===== config.mk =====
export PLATFORM = sky130hd
export DESIGN_NAME = tac_config_thresholds
export DESIGN_NICKNAME = d
export VERILOG_FILES = /design/src/tac_pkg.sv /design/src/tac_hyst_cmp.sv /design/src/tac_config_thresholds.sv
export VERILOG_INCLUDE_DIRS = /design/src
export SDC_FILE = /design/constraint.sdc
export NUM_CORES = 1
export LEC_CHECK = 0
export BUFFER_PORTS_ARGS = -buffer_cell sky130_fd_sc_hd__buf_4
export CAP_MARGIN = 20
export CORE_UTILIZATION = 50
export CTS_CLUSTER_SIZE = 8
export DETAILED_ROUTE_END_ITERATION = 10
export PLACE_DENSITY = 0.73
export SETUP_SLACK_MARGIN = 0.2
export SYNTH_ARGS = -nofsm -noshare
export SYNTH_HDL_FRONTEND = slang
export SYNTH_SLANG_ARGS = --single-unit

===== constraint.sdc =====
create_clock -name core_clk -period 10.58 [get_ports core_clk]
set_input_delay 2.116 -clock core_clk [delete_from_list [all_inputs] [get_ports core_clk]]
set_output_delay 2.116 -clock core_clk [all_outputs]
set_load 0.03 [all_outputs]

===== src/tac_cfg.svh =====
// constants of the thermal alert configuration and threshold bank
`ifndef TAC_CFG_SVH
`define TAC_CFG_SVH

// register pointer values
`define TAC_OFS_CONFIG 8'h01
`define TAC_OFS_UPPER 8'h02
`define TAC_OFS_LOWER 8'h03

// configuration word fields
`define TAC_CFG_MODE_BIT 0
`define TAC_CFG_POL_BIT 1
`define TAC_CFG_CRITONLY_BIT 2
`define TAC_CFG_OUTEN_BIT 3
`define TAC_CFG_STATUS_BIT 4
`define TAC_CFG_CLEAR_BIT 5
`define TAC_CFG_WINLOCK_BIT 6
`define TAC_CFG_CRITLOCK_BIT 7
`define TAC_CFG_SHUTDOWN_BIT 8
`define TAC_CFG_HYST_LSB 9
`define TAC_CFG_HYST_MSB 10

// threshold word fields: sign at bit 12, 0.25 degC lsb at bit 2
`define TAC_THR_MSB 12
`define TAC_THR_LSB 2

// reset values
`define TAC_CONFIG_RST 16'h0000
`define TAC_UPPER_RST 16'h0000
`define TAC_LOWER_RST 16'h0000

// hysteresis margins in 0.125 degC steps
`define TAC_HYST_0 14'h0000
`define TAC_HYST_1P5 14'h000c
`define TAC_HYST_3 14'h0018
`define TAC_HYST_6 14'h0030

`endif


===== src/tac_pkg.sv =====
// types shared by the thermal alert configuration and threshold bank
package tac_pkg;

  typedef enum logic [1:0] {
    TAC_HYST_OFF = 2'b00,
    TAC_HYST_1P5 = 2'b01,
    TAC_HYST_3 = 2'b10,
    TAC_HYST_6 = 2'b11
  } tac_hyst_t;

  typedef struct packed {
    tac_hyst_t hyst;
    logic shutdown;
    logic critLock;
    logic winLock;
    logic outEn;
    logic critOnly;
    logic activeHigh;
    logic intMode;
  } tac_cfg_t;

  typedef struct packed {
    logic aboveCrit;
    logic aboveWin;
    logic belowWin;
  } tac_trip_t;

  typedef struct packed {
    logic wr;
    logic rd;
    logic [7:0] addr;
    logic [15:0] wdata;
  } tac_req_t;

endpackage


===== src/tac_hyst_cmp.sv =====
// window and critical comparisons with hysteresis, giving next trip flags
`timescale 1ns/1ps
`default_nettype none
`include "tac_cfg.svh"

module tac_hyst_cmp (
  // sample and limits, all two's complement
  input wire logic [11:0] tempSample,
  input wire logic [10:0] upperLimit,
  input wire logic [10:0] lowerLimit,
  input wire logic [10:0] critLimit,
  input wire tac_pkg::tac_hyst_t hyst,
  // present and next flags
  input wire tac_pkg::tac_trip_t tripNow,
  output tac_pkg::tac_trip_t tripNxt
);

  logic signed [13:0] tExt;
  logic signed [13:0] upExt;
  logic signed [13:0] loExt;
  logic signed [13:0] crExt;
  logic signed [13:0] margin;

  // thresholds move from 0.25 to 0.125 degC steps
  assign tExt = {{2{tempSample[11]}}, tempSample};
  assign upExt = {{2{upperLimit[10]}}, upperLimit, 1'b0};
  assign loExt = {{2{lowerLimit[10]}}, lowerLimit, 1'b0};
  assign crExt = {{2{critLimit[10]}}, critLimit, 1'b0};

  always_comb begin
    unique case (hyst)
      tac_pkg::TAC_HYST_OFF: margin = `TAC_HYST_0;
      tac_pkg::TAC_HYST_1P5: margin = `TAC_HYST_1P5;
      tac_pkg::TAC_HYST_3: margin = `TAC_HYST_3;
      tac_pkg::TAC_HYST_6: margin = `TAC_HYST_6;
    endcase
  end

  always_comb begin
    tripNxt = tripNow;
    if (tExt > upExt) begin
      tripNxt.aboveWin = 1'b1;
    end else if (tExt <= upExt - margin) begin
      tripNxt.aboveWin = 1'b0;
    end
    if (tExt >= loExt) begin
      tripNxt.belowWin = 1'b0;
    end else if (tExt <= loExt - margin) begin
      tripNxt.belowWin = 1'b1;
    end
    if (tExt >= crExt) begin
      tripNxt.aboveCrit = 1'b1;
    end else if (tExt < crExt - margin) begin
      tripNxt.aboveCrit = 1'b0;
    end
  end

endmodule
`default_nettype wire


===== src/tac_config_thresholds.sv =====
// configuration word, alarm window limits and alert pin logic
//
// What this block does
// - bit 0 picks comparator or latched mode
// - bit 1 sets alert pin active level
// - bit 2 limits alert to critical trip
// - bit 3 enables alert pin, else inactive
// - bit 4 reads live alert status only
// - bit 5 write clears latched alert, reads 0
// - window lock freezes both window limits
// - critical lock refuses critical limit writes
// - locks and fields update in one write
// - any lock freezes mode, level, enable, hysteresis
// - bit 8 stops monitoring and alerts
// - locked: shutdown may clear, not set
// - bits 10:9 select hysteresis margin
// - hysteresis applies to all comparisons
// - below-window flag set and clear points
// - upper limit: 0.25 degC, sign bit 12
// - lower limit uses same format
// - above-window flag set and clear points
// - comparator mode follows window, ignores access
// - latched mode holds crossings until cleared
// - critical alert holds until below limit minus hysteresis margin
`timescale 1ns/1ps
`default_nettype none
`include "tac_cfg.svh"

module tac_config_thresholds (
  // clock and power-on reset
  input wire logic core_clk,
  input wire logic rst,
  // register access from the serial engine
  input wire tac_pkg::tac_req_t regReq,
  output logic [15:0] rdData,
  output logic rdValid,
  // converter side
  input wire logic [11:0] tempSample,
  input wire logic tempValid,
  input wire logic [10:0] critLimit,
  output logic monitorEn,
  output logic critWrAllow,
  output tac_pkg::tac_trip_t tripStatus,
  // alert pin
  output logic alertOut,
  output logic alertOe
);

  // ----------------------------------------
  // register state
  // ----------------------------------------
  tac_pkg::tac_cfg_t cfg_r;
  tac_pkg::tac_cfg_t cfg_nxt;
  logic [10:0] upperLimit_r;
  logic [10:0] lowerLimit_r;
  tac_pkg::tac_trip_t trip_r;
  tac_pkg::tac_trip_t tripNxt;
  logic winOutPrev_r;
  logic intLatch_r;
  logic rdValid_r;
  logic [15:0] rdData_r;
  logic alertOut_r;
  logic alertOe_r;

  logic cfgWr;
  logic upperWr;
  logic lowerWr;
  logic anyLock;
  logic clearReq;
  logic winOut;
  logic crossing;
  logic evtRaw;
  logic evtActive;
  logic [15:0] wd;

  // reset images of the registers, split into their fields
  localparam logic [15:0] CfgRstWord = `TAC_CONFIG_RST;
  localparam logic [15:0] UpperRstWord = `TAC_UPPER_RST;
  localparam logic [15:0] LowerRstWord = `TAC_LOWER_RST;
  localparam tac_pkg::tac_cfg_t CfgRst = '{
    hyst: tac_pkg::tac_hyst_t'(CfgRstWord[`TAC_CFG_HYST_MSB:`TAC_CFG_HYST_LSB]),
    shutdown: CfgRstWord[`TAC_CFG_SHUTDOWN_BIT], critLock: CfgRstWord[`TAC_CFG_CRITLOCK_BIT],
    winLock: CfgRstWord[`TAC_CFG_WINLOCK_BIT], outEn: CfgRstWord[`TAC_CFG_OUTEN_BIT],
    critOnly: CfgRstWord[`TAC_CFG_CRITONLY_BIT], activeHigh: CfgRstWord[`TAC_CFG_POL_BIT],
    intMode: CfgRstWord[`TAC_CFG_MODE_BIT]};

  assign wd = regReq.wdata;
  assign cfgWr = regReq.wr && (regReq.addr == `TAC_OFS_CONFIG);
  assign upperWr = regReq.wr && (regReq.addr == `TAC_OFS_UPPER);
  assign lowerWr = regReq.wr && (regReq.addr == `TAC_OFS_LOWER);
  assign anyLock = cfg_r.winLock || cfg_r.critLock;

  // ----------------------------------------
  // configuration write
  // ----------------------------------------
  always_comb begin
    cfg_nxt = cfg_r;
    if (cfgWr) begin
      // lock state is judged before this write; locks land in it too
      if (!anyLock) begin
        cfg_nxt.intMode = wd[`TAC_CFG_MODE_BIT];
        cfg_nxt.activeHigh = wd[`TAC_CFG_POL_BIT];
        cfg_nxt.outEn = wd[`TAC_CFG_OUTEN_BIT];
        cfg_nxt.hyst = tac_pkg::tac_hyst_t'(wd[`TAC_CFG_HYST_MSB:`TAC_CFG_HYST_LSB]);
      end
      if (!cfg_r.winLock) begin
        cfg_nxt.critOnly = wd[`TAC_CFG_CRITONLY_BIT];
      end
      if (!wd[`TAC_CFG_SHUTDOWN_BIT] || !anyLock) begin
        cfg_nxt.shutdown = wd[`TAC_CFG_SHUTDOWN_BIT];
      end
      cfg_nxt.winLock = cfg_r.winLock | wd[`TAC_CFG_WINLOCK_BIT];
      cfg_nxt.critLock = cfg_r.critLock | wd[`TAC_CFG_CRITLOCK_BIT];
    end
  end

  always_ff @(posedge core_clk or posedge rst) begin
    if (rst) begin
      cfg_r <= CfgRst;
    end else begin
      cfg_r <= cfg_nxt;
    end
  end

  // clear acts only in latched mode and leaves no stored bit
  assign clearReq = cfgWr && wd[`TAC_CFG_CLEAR_BIT] && cfg_r.intMode;

  // ----------------------------------------
  // window limits
  // ----------------------------------------
  always_ff @(posedge core_clk or posedge rst) begin
    if (rst) begin
      upperLimit_r <= UpperRstWord[`TAC_THR_MSB:`TAC_THR_LSB];
      lowerLimit_r <= LowerRstWord[`TAC_THR_MSB:`TAC_THR_LSB];
    end else if (!cfg_r.winLock) begin
      if (upperWr) begin
        upperLimit_r <= wd[`TAC_THR_MSB:`TAC_THR_LSB];
      end
      if (lowerWr) begin
        lowerLimit_r <= wd[`TAC_THR_MSB:`TAC_THR_LSB];
      end
    end
  end

  // the critical limit register lives outside; it may load only when unlocked
  assign critWrAllow = !cfg_r.critLock;
  assign monitorEn = !cfg_r.shutdown;

  // ----------------------------------------
  // trip flags
  // ----------------------------------------
  tac_hyst_cmp u_cmp (
    .tempSample(tempSample),
    .upperLimit(upperLimit_r),
    .lowerLimit(lowerLimit_r),
    .critLimit(critLimit),
    .hyst(cfg_r.hyst),
    .tripNow(trip_r),
    .tripNxt(tripNxt)
  );

  always_ff @(posedge core_clk or posedge rst) begin
    if (rst) begin
      trip_r <= '0;
    end else if (tempValid && !cfg_r.shutdown) begin
      trip_r <= tripNxt;
    end
  end

  assign tripStatus = trip_r;
  assign winOut = trip_r.aboveWin || trip_r.belowWin;

  // ----------------------------------------
  // latched mode
  // ----------------------------------------
  // any entry into or exit from the window is a crossing
  assign crossing = winOut != winOutPrev_r;

  always_ff @(posedge core_clk or posedge rst) begin
    if (rst) begin
      winOutPrev_r <= 1'b0;
    end else begin
      winOutPrev_r <= winOut;
    end
  end

  always_ff @(posedge core_clk or posedge rst) begin
    if (rst) begin
      intLatch_r <= 1'b0;
    end else if (crossing && cfg_r.intMode && !cfg_r.shutdown) begin
      intLatch_r <= 1'b1;
    end else if (clearReq || !cfg_r.intMode) begin
      intLatch_r <= 1'b0;
    end
  end

  // ----------------------------------------
  // alert generation
  // ----------------------------------------
  always_comb begin
    if (cfg_r.critOnly) begin
      evtRaw = trip_r.aboveCrit;
    end else if (cfg_r.intMode) begin
      evtRaw = intLatch_r || trip_r.aboveCrit;
    end else begin
      evtRaw = winOut || trip_r.aboveCrit;
    end
  end

  // critical trip forces the alert regardless of any clear
  assign evtActive = evtRaw && cfg_r.outEn && !cfg_r.shutdown;

  always_ff @(posedge core_clk or posedge rst) begin
    if (rst) begin
      alertOut_r <= 1'b0;
      alertOe_r <= 1'b0;
    end else begin
      alertOut_r <= evtActive ^ !cfg_r.activeHigh;
      alertOe_r <= cfg_r.outEn;
    end
  end

  assign alertOut = alertOut_r;
  assign alertOe = alertOe_r;

  // ----------------------------------------
  // read port
  // ----------------------------------------
  always_ff @(posedge core_clk or posedge rst) begin
    if (rst) begin
      rdData_r <= 16'h0000;
      rdValid_r <= 1'b0;
    end else begin
      rdValid_r <= regReq.rd;
      if (regReq.rd) begin
        rdData_r <= 16'h0000;
        unique case (regReq.addr)
          `TAC_OFS_CONFIG: begin
            rdData_r[`TAC_CFG_MODE_BIT] <= cfg_r.intMode;
            rdData_r[`TAC_CFG_POL_BIT] <= cfg_r.activeHigh;
            rdData_r[`TAC_CFG_CRITONLY_BIT] <= cfg_r.critOnly;
            rdData_r[`TAC_CFG_OUTEN_BIT] <= cfg_r.outEn;
            rdData_r[`TAC_CFG_STATUS_BIT] <= evtActive;
            rdData_r[`TAC_CFG_WINLOCK_BIT] <= cfg_r.winLock;
            rdData_r[`TAC_CFG_CRITLOCK_BIT] <= cfg_r.critLock;
            rdData_r[`TAC_CFG_SHUTDOWN_BIT] <= cfg_r.shutdown;
            rdData_r[`TAC_CFG_HYST_MSB:`TAC_CFG_HYST_LSB] <= cfg_r.hyst;
          end
          `TAC_OFS_UPPER: rdData_r[`TAC_THR_MSB:`TAC_THR_LSB] <= upperLimit_r;
          `TAC_OFS_LOWER: rdData_r[`TAC_THR_MSB:`TAC_THR_LSB] <= lowerLimit_r;
          default: rdData_r <= 16'h0000;
        endcase
      end
    end
  end

  assign rdData = rdData_r;
  assign rdValid = rdValid_r;

  // ----------------------------------------
  // checks
  // ----------------------------------------
  a_window_locked:
  assert property (@(posedge core_clk) disable iff (rst)
    (cfg_r.winLock && (upperWr || lowerWr)) |=>
      ($stable(upperLimit_r) && $stable(lowerLimit_r)))
    else $error("window limit changed while locked");

  a_locks_sticky:
  assert property (@(posedge core_clk) disable iff (rst)
    (cfg_r.critLock || cfg_r.winLock) |=>
      ((cfg_r.critLock || !$past(cfg_r.critLock)) && (cfg_r.winLock || !$past(cfg_r.winLock))))
    else $error("lock bit dropped without reset");

  a_lock_same_write:
  assert property (@(posedge core_clk) disable iff (rst)
    (cfgWr && !anyLock && wd[`TAC_CFG_WINLOCK_BIT]) |=>
      (cfg_r.winLock && cfg_r.outEn == $past(wd[`TAC_CFG_OUTEN_BIT])))
    else $error("lock and fields not taken in one write");

  a_fields_frozen:
  assert property (@(posedge core_clk) disable iff (rst)
    (cfgWr && anyLock) |=> ($stable(cfg_r.intMode) && $stable(cfg_r.activeHigh)
      && $stable(cfg_r.outEn) && $stable(cfg_r.hyst)))
    else $error("locked field changed");

  a_shutdown_quiet:
  assert property (@(posedge core_clk) disable iff (rst)
    cfg_r.shutdown |=> (alertOut_r == !$past(cfg_r.activeHigh)))
    else $error("alert active during shutdown");

  a_shutdown_set_refused:
  assert property (@(posedge core_clk) disable iff (rst)
    (cfgWr && anyLock && !cfg_r.shutdown) |=> !cfg_r.shutdown)
    else $error("shutdown set while locked");

  a_shutdown_clear_taken:
  assert property (@(posedge core_clk) disable iff (rst)
    (cfgWr && !wd[`TAC_CFG_SHUTDOWN_BIT]) |=> !cfg_r.shutdown)
    else $error("shutdown clear refused");

  a_disabled_idle:
  assert property (@(posedge core_clk) disable iff (rst)
    !cfg_r.outEn |=> !alertOe)
    else $error("alert pin driven while disabled");

  a_clear_reads_zero:
  assert property (@(posedge core_clk) disable iff (rst)
    (regReq.rd && regReq.addr == `TAC_OFS_CONFIG) |=> !rdData[`TAC_CFG_CLEAR_BIT])
    else $error("clear bit read back as one");

  a_crit_holds:
  assert property (@(posedge core_clk) disable iff (rst)
    (trip_r.aboveCrit && cfg_r.outEn && !cfg_r.shutdown) |-> evtActive)
    else $error("critical trip not signalled");

  a_comparator_follows:
  assert property (@(posedge core_clk) disable iff (rst)
    (!cfg_r.intMode && !cfg_r.critOnly && cfg_r.outEn && !cfg_r.shutdown)
      |-> (evtActive == (winOut || trip_r.aboveCrit)))
    else $error("comparator alert does not follow window");

  a_latch_holds:
  assert property (@(posedge core_clk) disable iff (rst)
    (intLatch_r && cfg_r.intMode && !clearReq) |=> intLatch_r)
    else $error("latched alert dropped without clear");

endmodule
`default_nettype wire


==> flow_summary.yaml, run 1 <==
status:
  outcome: "finished, violations left"
  violations: "DRC"
synth:
  synthFlopType: "dfrtp_1"
  synth-edff-count: 0
  ys_types: 53
  synth_area_leaders: "dfrtp_1 (28%), ha_1 (23%), inv_1 (4.6%)"
  synthAdderAreaFrac: 0.240
  syn_avg_cell_area_um2: 9.15
  synth_cells: 506
  synthSimpleGateAreaFrac: 0.150
  synth_xor_area_frac: 0.0492
  async_flop_share: 1.00
  synth_area_mm2: 0.00463
  yosysSeqAreaShare: 0.281
  synth_mux_area_frac: 0.0721
  synth_top_family_by_area: "adder cells"
  ys_ff_latch: 52
  yosys.area.top_type: "dfrtp_1"
  synth_compound_area_frac: 0.147
  yosysWarnings: 0
  synth_top_area_frac: 0.281
sta:
  tightestPinTransition_ns: 0.752
  fin_crit_sh: 0.445
  rsz0062_at_grt: "false"
  period_needed_ns: 4.71
  finClkSkew_ns: 0.00738
  maxSlewViolCount: 0
  max_slew_margin: 0.497
  setup_tns_ns: 0
  finalSetupViolCount: 0
  final-hold-violation-count: 0
  max_freq_ghz: 0.212
placement:
  dp_hpwl_mm: 9.36
  port_buffers: 69
  dpl_cell_area_mm2: 0.00524
  place_congestion: 0.837
floorplan:
  fp.dieH_um: 98.3
  die_w_um: 98.3
  die_area_mm2: 0.00965
  core_area_mm2: 0.00885
  start_util: 0.523
  fp-row-count: 34
  io_pins: 76
clocking:
  cts_num_sinks: 52
  insertion_delay_ns: 0.31
  cts_tree: "done"
  cts_max_path_buffers: 2
  post_cts_buffers: 0
  clk_pin_slew_worst_paths_ns: 0.10
  holdBufCountCts: 0
  htreeDepth: 2
  cts_inserted_buffers: 5
  ctsResizeCount: 0
  root_buffer: "clkbuf_8"
worst_setup_path:
  endpoint_kind: "flip-flop"
  critPathMaxFanout: 3
  worstSetupPathType: "in2reg"
  worstSetupStartpointType: "primary input"
  worstPathArrival_ns: 4.95
  required_ns: 10.82
  path_cells: "buf_4, ha_1, a21o_1, a21o_1, nand2_1, nand2_1, xnor2_1, ha_1, a2111oi_0, o21ai_0, a211oi_1, mux2_2, o22ai_1"
  slowest_stage: "a2111oi_0"
  max_stage_delay_ns: 0.41
final_layout:
  n_antenna_cell: 0
  nNetsFinal: 714
  multi_input_area_mm2: 0.00307
  fillers: 768
  areaGrowthSynthToFinish_pct: 16.3
  drive_above_1_share: 0.188
  design_area_mm2: 0.00539
  seq_area_mm2: 0.00130
global_routing:
  track_usage: 0.251
  top_usage_layer: "met2"
  grt_pass1_wl_mm: 19.3
  grt.met2_usage: 0.418
  grt-ovfl-total: 0
  grt_start_max_net_pins: 53
  grt_use_met1: 0.347
  global_route.usage.met3: 0.0308
  antenna_found_initial: 0
  grt_pass1_vias: 4002
routing:
  first_pass_iters: 10
  final_antenna_net_count: 0
  drt_wl_total_mm: 11.7
  drt_iter0_drc: 208
  vias: 3940
  drc: 2
  routedWlPerCell_um: 17.2
  routed_via_density: 5.76
job:
  cap_violations: 0
pwr:
  leakage_nw: 2.70
  max-vdd-ir-drop_mv: 0.0741
  power_density_mw_per_mm2: 98.0
min_path:
  worstHoldPathType: "reg2reg"
power breakdown:
group / leakage, nW / total, mW / switching, mW / internal [mW]
Clock: 0.0614 / 0.148 / 0.0701 / 0.0775
Combinational: 2.00 / 0.161 / 0.0897 / 0.0713
Sequential: 0.640 / 0.219 / 0.0113 / 0.208
cell usage after synthesis (7+ instances only):
master / n
nand4_1: 12
inv_1: 57
dfrtp_1: 52
a21o_1: 14
nor3_1: 10
nor2b_1: 9
mux2_2: 15
nor2_1: 29
o22ai_1: 11
ha_1: 84
xnor2_1: 22
a21oi_1: 38
o21ai_0: 20
nand2_1: 33
nand3_1: 7
mux2i_1: 9
layer usage:
metal  vias up  routed length (um)
li1       1941                   -
met1      1897                5500
met2        90                5580
met3        12                 491
met4         0                 176
met5         -                   0
path summary, 6_finish.rpt:
path	start	to	slack [ns]	cells past startpoint
setup / recovery	critLimit[2]	tripStatus[2]	5.87	13
hold / removal	cfg_r[3]	alertOe	0.48	0
setup reg to reg	cfg_r[7]	tripStatus[1]	6.05	16
hold reg to reg	cfg_r[3]	alertOe	0.48	0
max in group asynchronous	rst	rdData[7]	8.17	3
min in group asynchronous	rst	alertOut	1.86	2
cells by family after synthesis:
logic type / count (synthesis)
buffers and inverters: 68
DFF: 52
xor gates and xnor gates: 26
other: 1
and+or+nand+nor: 132
muxes: 29
adders and majority gates: 87
AOI/OAI and AO/OA: 111
critical path, delay by kind of cell:
kind                     cells  cell delay [ns]
adder cells (fa/ha/maj)      2             0.60
buffers and inverters        1             0.13
multiplexers                 1             0.37
XOR/XNOR                     1             0.12
AND/OR/NAND/NOR              2             0.21
AO/OA/AOI/OAI                6             1.41
metrics by stage:
stage	total power, mW	hold slack (ns)	utilization	std cells	worst slack, ns
2_1_floorplan	0.324	0.393	-	508	6.03
3_3_place_gp	0.374	0.458	0.592	674	5.64
3_5_place_dp	0.381	0.455	0.592	674	5.62
4_1_cts	0.528	0.478	0.605	682	5.91
5_1_grt	0.558	0.493	0.609	684	5.65
6_report	0.528	0.476	0.609	684	5.87
state kept, by name (all words and copies together) (netlist names), 3 cells and up:
signal	cells
cfg_r	9
tripStatus	3
rdData	13
lowerLimit_r	11
upperLimit_r	11
cell type report:
cell class / instances / area share
clock buffers: 6 / 0.0153
flip-flops and latches: 52 / 0.241
repair buffers: 71 / 0.102
multi-input cells: 388 / 0.569
clock inverters: 2 / 0.00720
well taps: 108 / 0.0251
inverters: 57 / 0.0397
layout by cell type (no fill, tap or decap), types with 3 or more instances in the layout:
master,Yosys,routed
a211oi_1,3,3
a21o_1,14,14
a21oi_1,38,38
a22oi_1,3,3
buf_4,3,69
clkbuf_8,0,6
conb_1,1,3
dfrtp_1,52,52
fa_1,3,3
ha_1,84,84
inv_1,57,56
mux2_2,15,15
mux2_4,5,5
mux2i_1,9,9
nand2_1,33,33
nand2b_1,6,6
nand3_1,7,7
nand3b_1,4,4
nand4_1,12,12
nor2_1,29,29
nor2b_1,9,9
nor3_1,10,10
nor4_1,5,5
o211ai_1,6,6
o21a_1,3,3
o21ai_0,20,20
o22ai_1,11,11
or3_1,3,3
xnor2_1,22,22
xor2_1,4,4
Note: power is estimated with default switching activity, not from simulation.
==> inputs of run 2 (changes only) <==
- PLACE_DENSITY: 0.73 -> 0.76
- clock period: 10.58 -> 3.8 ns (I/O delays scaled with it)
==> flow_summary.yaml, run 2 (synthesis results as in run 1) <==
clocking:
  holdBufCountCts: 0
  insertion_delay_ns: 0.31
  root_buffer: "clkbuf_8"
  clk_pin_slew_worst_paths_ns: 0.10
  cts_num_sinks: 52
  htreeDepth: 2
  cts_tree: "done"
  cts_inserted_buffers: 5
  cts_max_path_buffers: 2
routing:
  drt_wl_total_mm: 12.4
  routed_via_density: 5.75
  routedWlPerCell_um: 17.5
  drc: 0
  vias: 4080
  drt_iter0_drc: 248
  final_antenna_net_count: 0
  first_pass_iters: 7
placement:
  dp_hpwl_mm: 9.64
  placed_cells: 687
  port_buffers: 69
  place_congestion: 0.882
final_layout:
  n_antenna_cell: 0
  mostFrequentLayoutCells: "buf_4 (93), ha_1 (75), inv_1 (53)"
  final_cells: 709
  fillers: 704
  layout_commonest_cell: "buf_4"
  nNetsFinal: 739
  areaGrowthSynthToFinish_pct: 26.2
  largest_reg_flops: 13
  drive_above_1_share: 0.290
sta:
  maxSlewViolCount: 0
  max_slew_margin: 0.564
  tightestPinTransition_ns: 0.652
  whs_ns: 0.398
  final-hold-violation-count: 0
  rsz0062_at_grt: "true"
  max_freq_ghz: 0.266
  finalSetupViolCount: 0
  period_needed_ns: 3.75
  fin_crit_sh: 0.988
  finClkSkew_ns: 0.00470
job:
  cap_violations: 0
global_routing:
  grt_pass1_vias: 4179
  track_usage: 0.261
  grt-ovfl-total: 0
  grt_pass1_wl_mm: 20.1
  grt_start_max_net_pins: 53
  antenna_found_initial: 0
worst_setup_path:
  critPathMaxFanout: 4
  worstSetupPathType: "reg2reg"
  worstPathArrival_ns: 3.94
  worstSetupStartpointType: "flip-flop"
  required_ns: 3.98
  r2r_start: "cfg_r[8]"
  endpoint_kind: "flip-flop"
  crit_path_start: "cfg_r[8]"
pwr:
  leakage_nw: 2.87
  power_density_mw_per_mm2: 262
  max-vdd-ir-drop_mv: 0.218
floorplan:
  die_area_mm2: 0.00965
  core_area_mm2: 0.00885
  die_w_um: 98.3
  fp.dieH_um: 98.3
  fp-row-count: 34
  start_util: 0.523
  io_pins: 76
min_path:
  worstHoldPathType: "in2async"
status:
  outcome: "finished, final reports clean"
run 2: cell count changes in the layout (fill, tap and decap cells not counted), sizes merged:
cell,previous run,this run
buf,71,96
run 2: area by class of cell:
class	count	area, um2	area share
clock inverters	2	38.8	0.00664
multi-input cells	388	3330	0.570
well taps	108	135	0.0231
flip-flops and latches	52	1300	0.223
clock buffers	6	82.6	0.0141
repair buffers	96	741	0.127
inverters	57	214	0.0366
run 2: repair_timing:
action,CTS,global route
buffers inserted,2,11
resized for setup,21,32
pin swaps,4,23
endpoints found under the setup margin,2,3
run 2: layer usage:
layer  GRT usage  part of all wire
met1       0.353              0.45
met2       0.444              0.49
met3      0.0344             0.045
met4      0.0631             0.015
met5           0                 0
run 2: worst max-delay path, cell delays in order (launching register included):
cell and delay, ns:
dfrtp_2 0.45, buf_4 0.15, ha_4 0.16, nor2_4 0.12
ha_4 0.22, nor2b_1 0.12, o21ai_1 0.13, nand2b_1 0.10
or3_4 0.35, or3_4 0.35, o21a_1 0.21, ha_4 0.27
and4_4 0.20, nand4_1 0.18, buf_4 0.20, o41ai_2 0.28
o211ai_1 0.14
run 2: stage by stage:
stage               power, mW  area (um2)  setup slack [ns]  TNS, ns   util
floorplan               0.904        4660             0.180        0      -
global placement         1.05        5360            0.0132        0  0.605
detailed placement       1.07        5360            -0.108   -0.108  0.605
CTS                      1.49        5580            0.0948        0  0.631
global route             1.62        5850            -0.126   -0.126  0.661
finish                   1.53        5850            0.0473        0  0.661
run 2: path summary, 6_finish.rpt:
path / to / slack [ns] / depth (start not counted)
max: tripStatus[1] / 0.05 / 16
min: rdData[0] / 0.40 / 2
max reg2reg: tripStatus[1] / 0.05 / 16
min reg2reg: alertOe / 0.50 / 0
max in group asynchronous: cfg_r[7] / 2.88 / 3
min in group core_clk: alertOe / 0.50 / 0
run 2: power breakdown:
part | leakage, nW | switching (mW) | internal, mW | total (mW)
Sequential | 0.637 | 0.0352 | 0.579 | 0.615
Combinational | 2.17 | 0.273 | 0.235 | 0.508
Clock | 0.0614 | 0.192 | 0.216 | 0.408
Total | 2.87 | 0.501 | 1.03 | 1.53
==> inputs of run 3 (changes only) <==
- CORE_ASPECT_RATIO: unset -> 2
==> flow_summary.yaml, run 3 (synthesis results as in run 1) <==
status:
  outcome: "finished, final reports clean"
min_path:
  worstHoldPathType: "in2async"
floorplan:
  core_area_mm2: 0.00901
  fp.dieH_um: 138
  start_util: 0.514
  die_w_um: 70.1
  io_pins: 76
  die_area_mm2: 0.00968
  fp-row-count: 49
worst_setup_path:
  timing.rr.end: "tripStatus[1]"
  worstSetupPathType: "reg2reg"
  endpoint_kind: "flip-flop"
  r2r_setup_slack_ns: 0.08
  max_stage_delay_ns: 0.45
  required_ns: 3.98
  path_cells: "ha_1, nor2_4, ha_4, nor2b_1, o21ai_1, nand2b_1, or3_4, or3_4, o21a_1, ha_4, and4_1, nand4_1, buf_4, o41ai_2, o211ai_1"
  r2r_cells: 15
  worstPathArrival_ns: 3.90
  critPathMaxFanout: 4
  worstSetupStartpointType: "flip-flop"
  slowest_stage: "dfrtp_2"
  r2r_start: "cfg_r[8]"
job:
  cap_violations: 0
clocking:
  cts_max_path_buffers: 2
  cts_tree: "done"
  clk_pin_slew_worst_paths_ns: 0.08
  holdBufCountCts: 0
  insertion_delay_ns: 0.30
  cts_num_sinks: 52
  cts_inserted_buffers: 5
  root_buffer: "clkbuf_16"
  htreeDepth: 2
final_layout:
  n_antenna_cell: 0
  largest_reg_flops: 13
  drive_above_1_share: 0.265
  final_cells: 702
  seq_area_mm2: 0.00130
  areaGrowthSynthToFinish_pct: 24.6
  multi_input_area_mm2: 0.00325
  mostFrequentLayoutCells: "buf_4 (92), ha_1 (78), inv_1 (54)"
  fillers: 734
  nNetsFinal: 738
  layout_commonest_cell: "buf_4"
  design_area_mm2: 0.00577
sta:
  max_slew_margin: 0.507
  finalSetupViolCount: 0
  finClkSkew_ns: 0.00863
  final-hold-violation-count: 0
  period_needed_ns: 3.72
  max_freq_ghz: 0.269
  rsz0062_at_grt: "true"
  fin_crit_sh: 0.978
  setup_ws_ns: 0.0828
  maxSlewViolCount: 0
  setup_tns_ns: 0
  tightestPinTransition_ns: 0.736
  whs_ns: 0.373
pwr:
  switching_share: 0.336
  max-vdd-ir-drop_mv: 0.346
  p_int_mw: 1.05
  pwr-share-seq: 0.388
  power_density_mw_per_mm2: 273
  leakage_nw: 2.85
  power_frac_clock: 0.297
  switchingPower_mw: 0.531
  p_comb_frac: 0.314
global_routing:
  track_usage: 0.276
  antenna_found_initial: 0
  grt_start_max_net_pins: 53
  grt-ovfl-total: 0
  grt_pass1_vias: 4400
  grt_pass1_wl_mm: 20.8
routing:
  drc: 0
  drt_wl_total_mm: 13.0
  routedWlPerCell_um: 18.5
  vias: 4106
  routed_via_density: 5.85
  final_antenna_net_count: 0
  first_pass_iters: 4
  drt_iter0_drc: 181
placement:
  port_buffers: 69
  dpl_cell_area_mm2: 0.00541
  placed_cells: 689
  detailedPlace.worstSlack_ns: -0.168
  place_congestion: 0.910
  dp_hpwl_mm: 10.6
run 3: cell types whose count changed in the layout (fill, tap and decap cells not counted), moves of 3 or more:
cell / delta
clkbuf_16: +5
a21oi_1: +3
clkbuf_8: -6
ha_1: +3
a21oi_2: -3
run 3: area by class of cell:
| type | count | area share |
|---|---|---|
| Multi-Input combinational cell | 388 | 0.563 |
| Tap cell | 102 | 0.0221 |
| Inverter | 57 | 0.0371 |
| Sequential cell | 52 | 0.226 |
| Timing Repair Buffer | 95 | 0.127 |
| Clock inverter | 3 | 0.00368 |
| Clock buffer | 5 | 0.0217 |
run 3: stage by stage:
step           utilization  total power, mW
2_1_floorplan            -            0.904
3_3_place_gp         0.600             1.07
3_5_place_dp         0.600             1.09
4_1_cts              0.628             1.57
5_1_grt              0.641             1.66
6_report             0.641             1.58
run 3: power groups by stage:
| stage | logic [mW] | clock network, mW | registers, mW |
|---|---|---|---|
| floorplan | 0.273 | 0 | 0.631 |
| finish | 0.496 | 0.469 | 0.613 |
| detailed placement | 0.468 | 0 | 0.621 |
| global route | 0.547 | 0.498 | 0.616 |
| global placement | 0.448 | 0 | 0.620 |
| CTS | 0.482 | 0.474 | 0.611 |
run 3: metal layers:
layer | vias up | track usage | routed length [um]
met3 | 41 | 0.0204 | 335
met4 | 0 | 0.164 | 778
met2 | 108 | 0.536 | 7470
met5 | - | 0 | 0
li1 | 1984 | - | -
met1 | 1973 | 0.274 | 4420
run 3: worst max path at each step:
stage | startpoint | to | slack (ns) | depth (start not counted)
2_1_floorplan | cfg_r[8] | tripStatus[1] | 0.18 | 16
3_3_place_gp | cfg_r[7] | tripStatus[1] | -0.07 | 18
3_5_place_dp | cfg_r[8] | tripStatus[1] | -0.17 | 17
4_1_cts | cfg_r[7] | tripStatus[1] | 0.09 | 18
5_1_grt | cfg_r[7] | tripStatus[1] | -0.09 | 18
6_report | cfg_r[8] | tripStatus[1] | 0.08 | 15
run 3: worst max-delay path, delay by kind of cell, from the launching register on:
kind,cells,cell delay [ns]
buffers and inverters,1,0.21
adder cells (fa/ha/maj),3,0.74
AND/OR/NAND/NOR,7,1.46
AO/OA/AOI/OAI,4,0.73
flip-flops,1,0.45
run 3: what timing repair did:
item | in CTS | in global routing
setup endpoints to repair | 2 | 3
pin swaps | 11 | 7
gates cloned | 0 | 0
buffers inserted | 2 | 2
resized for setup | 21 | 14
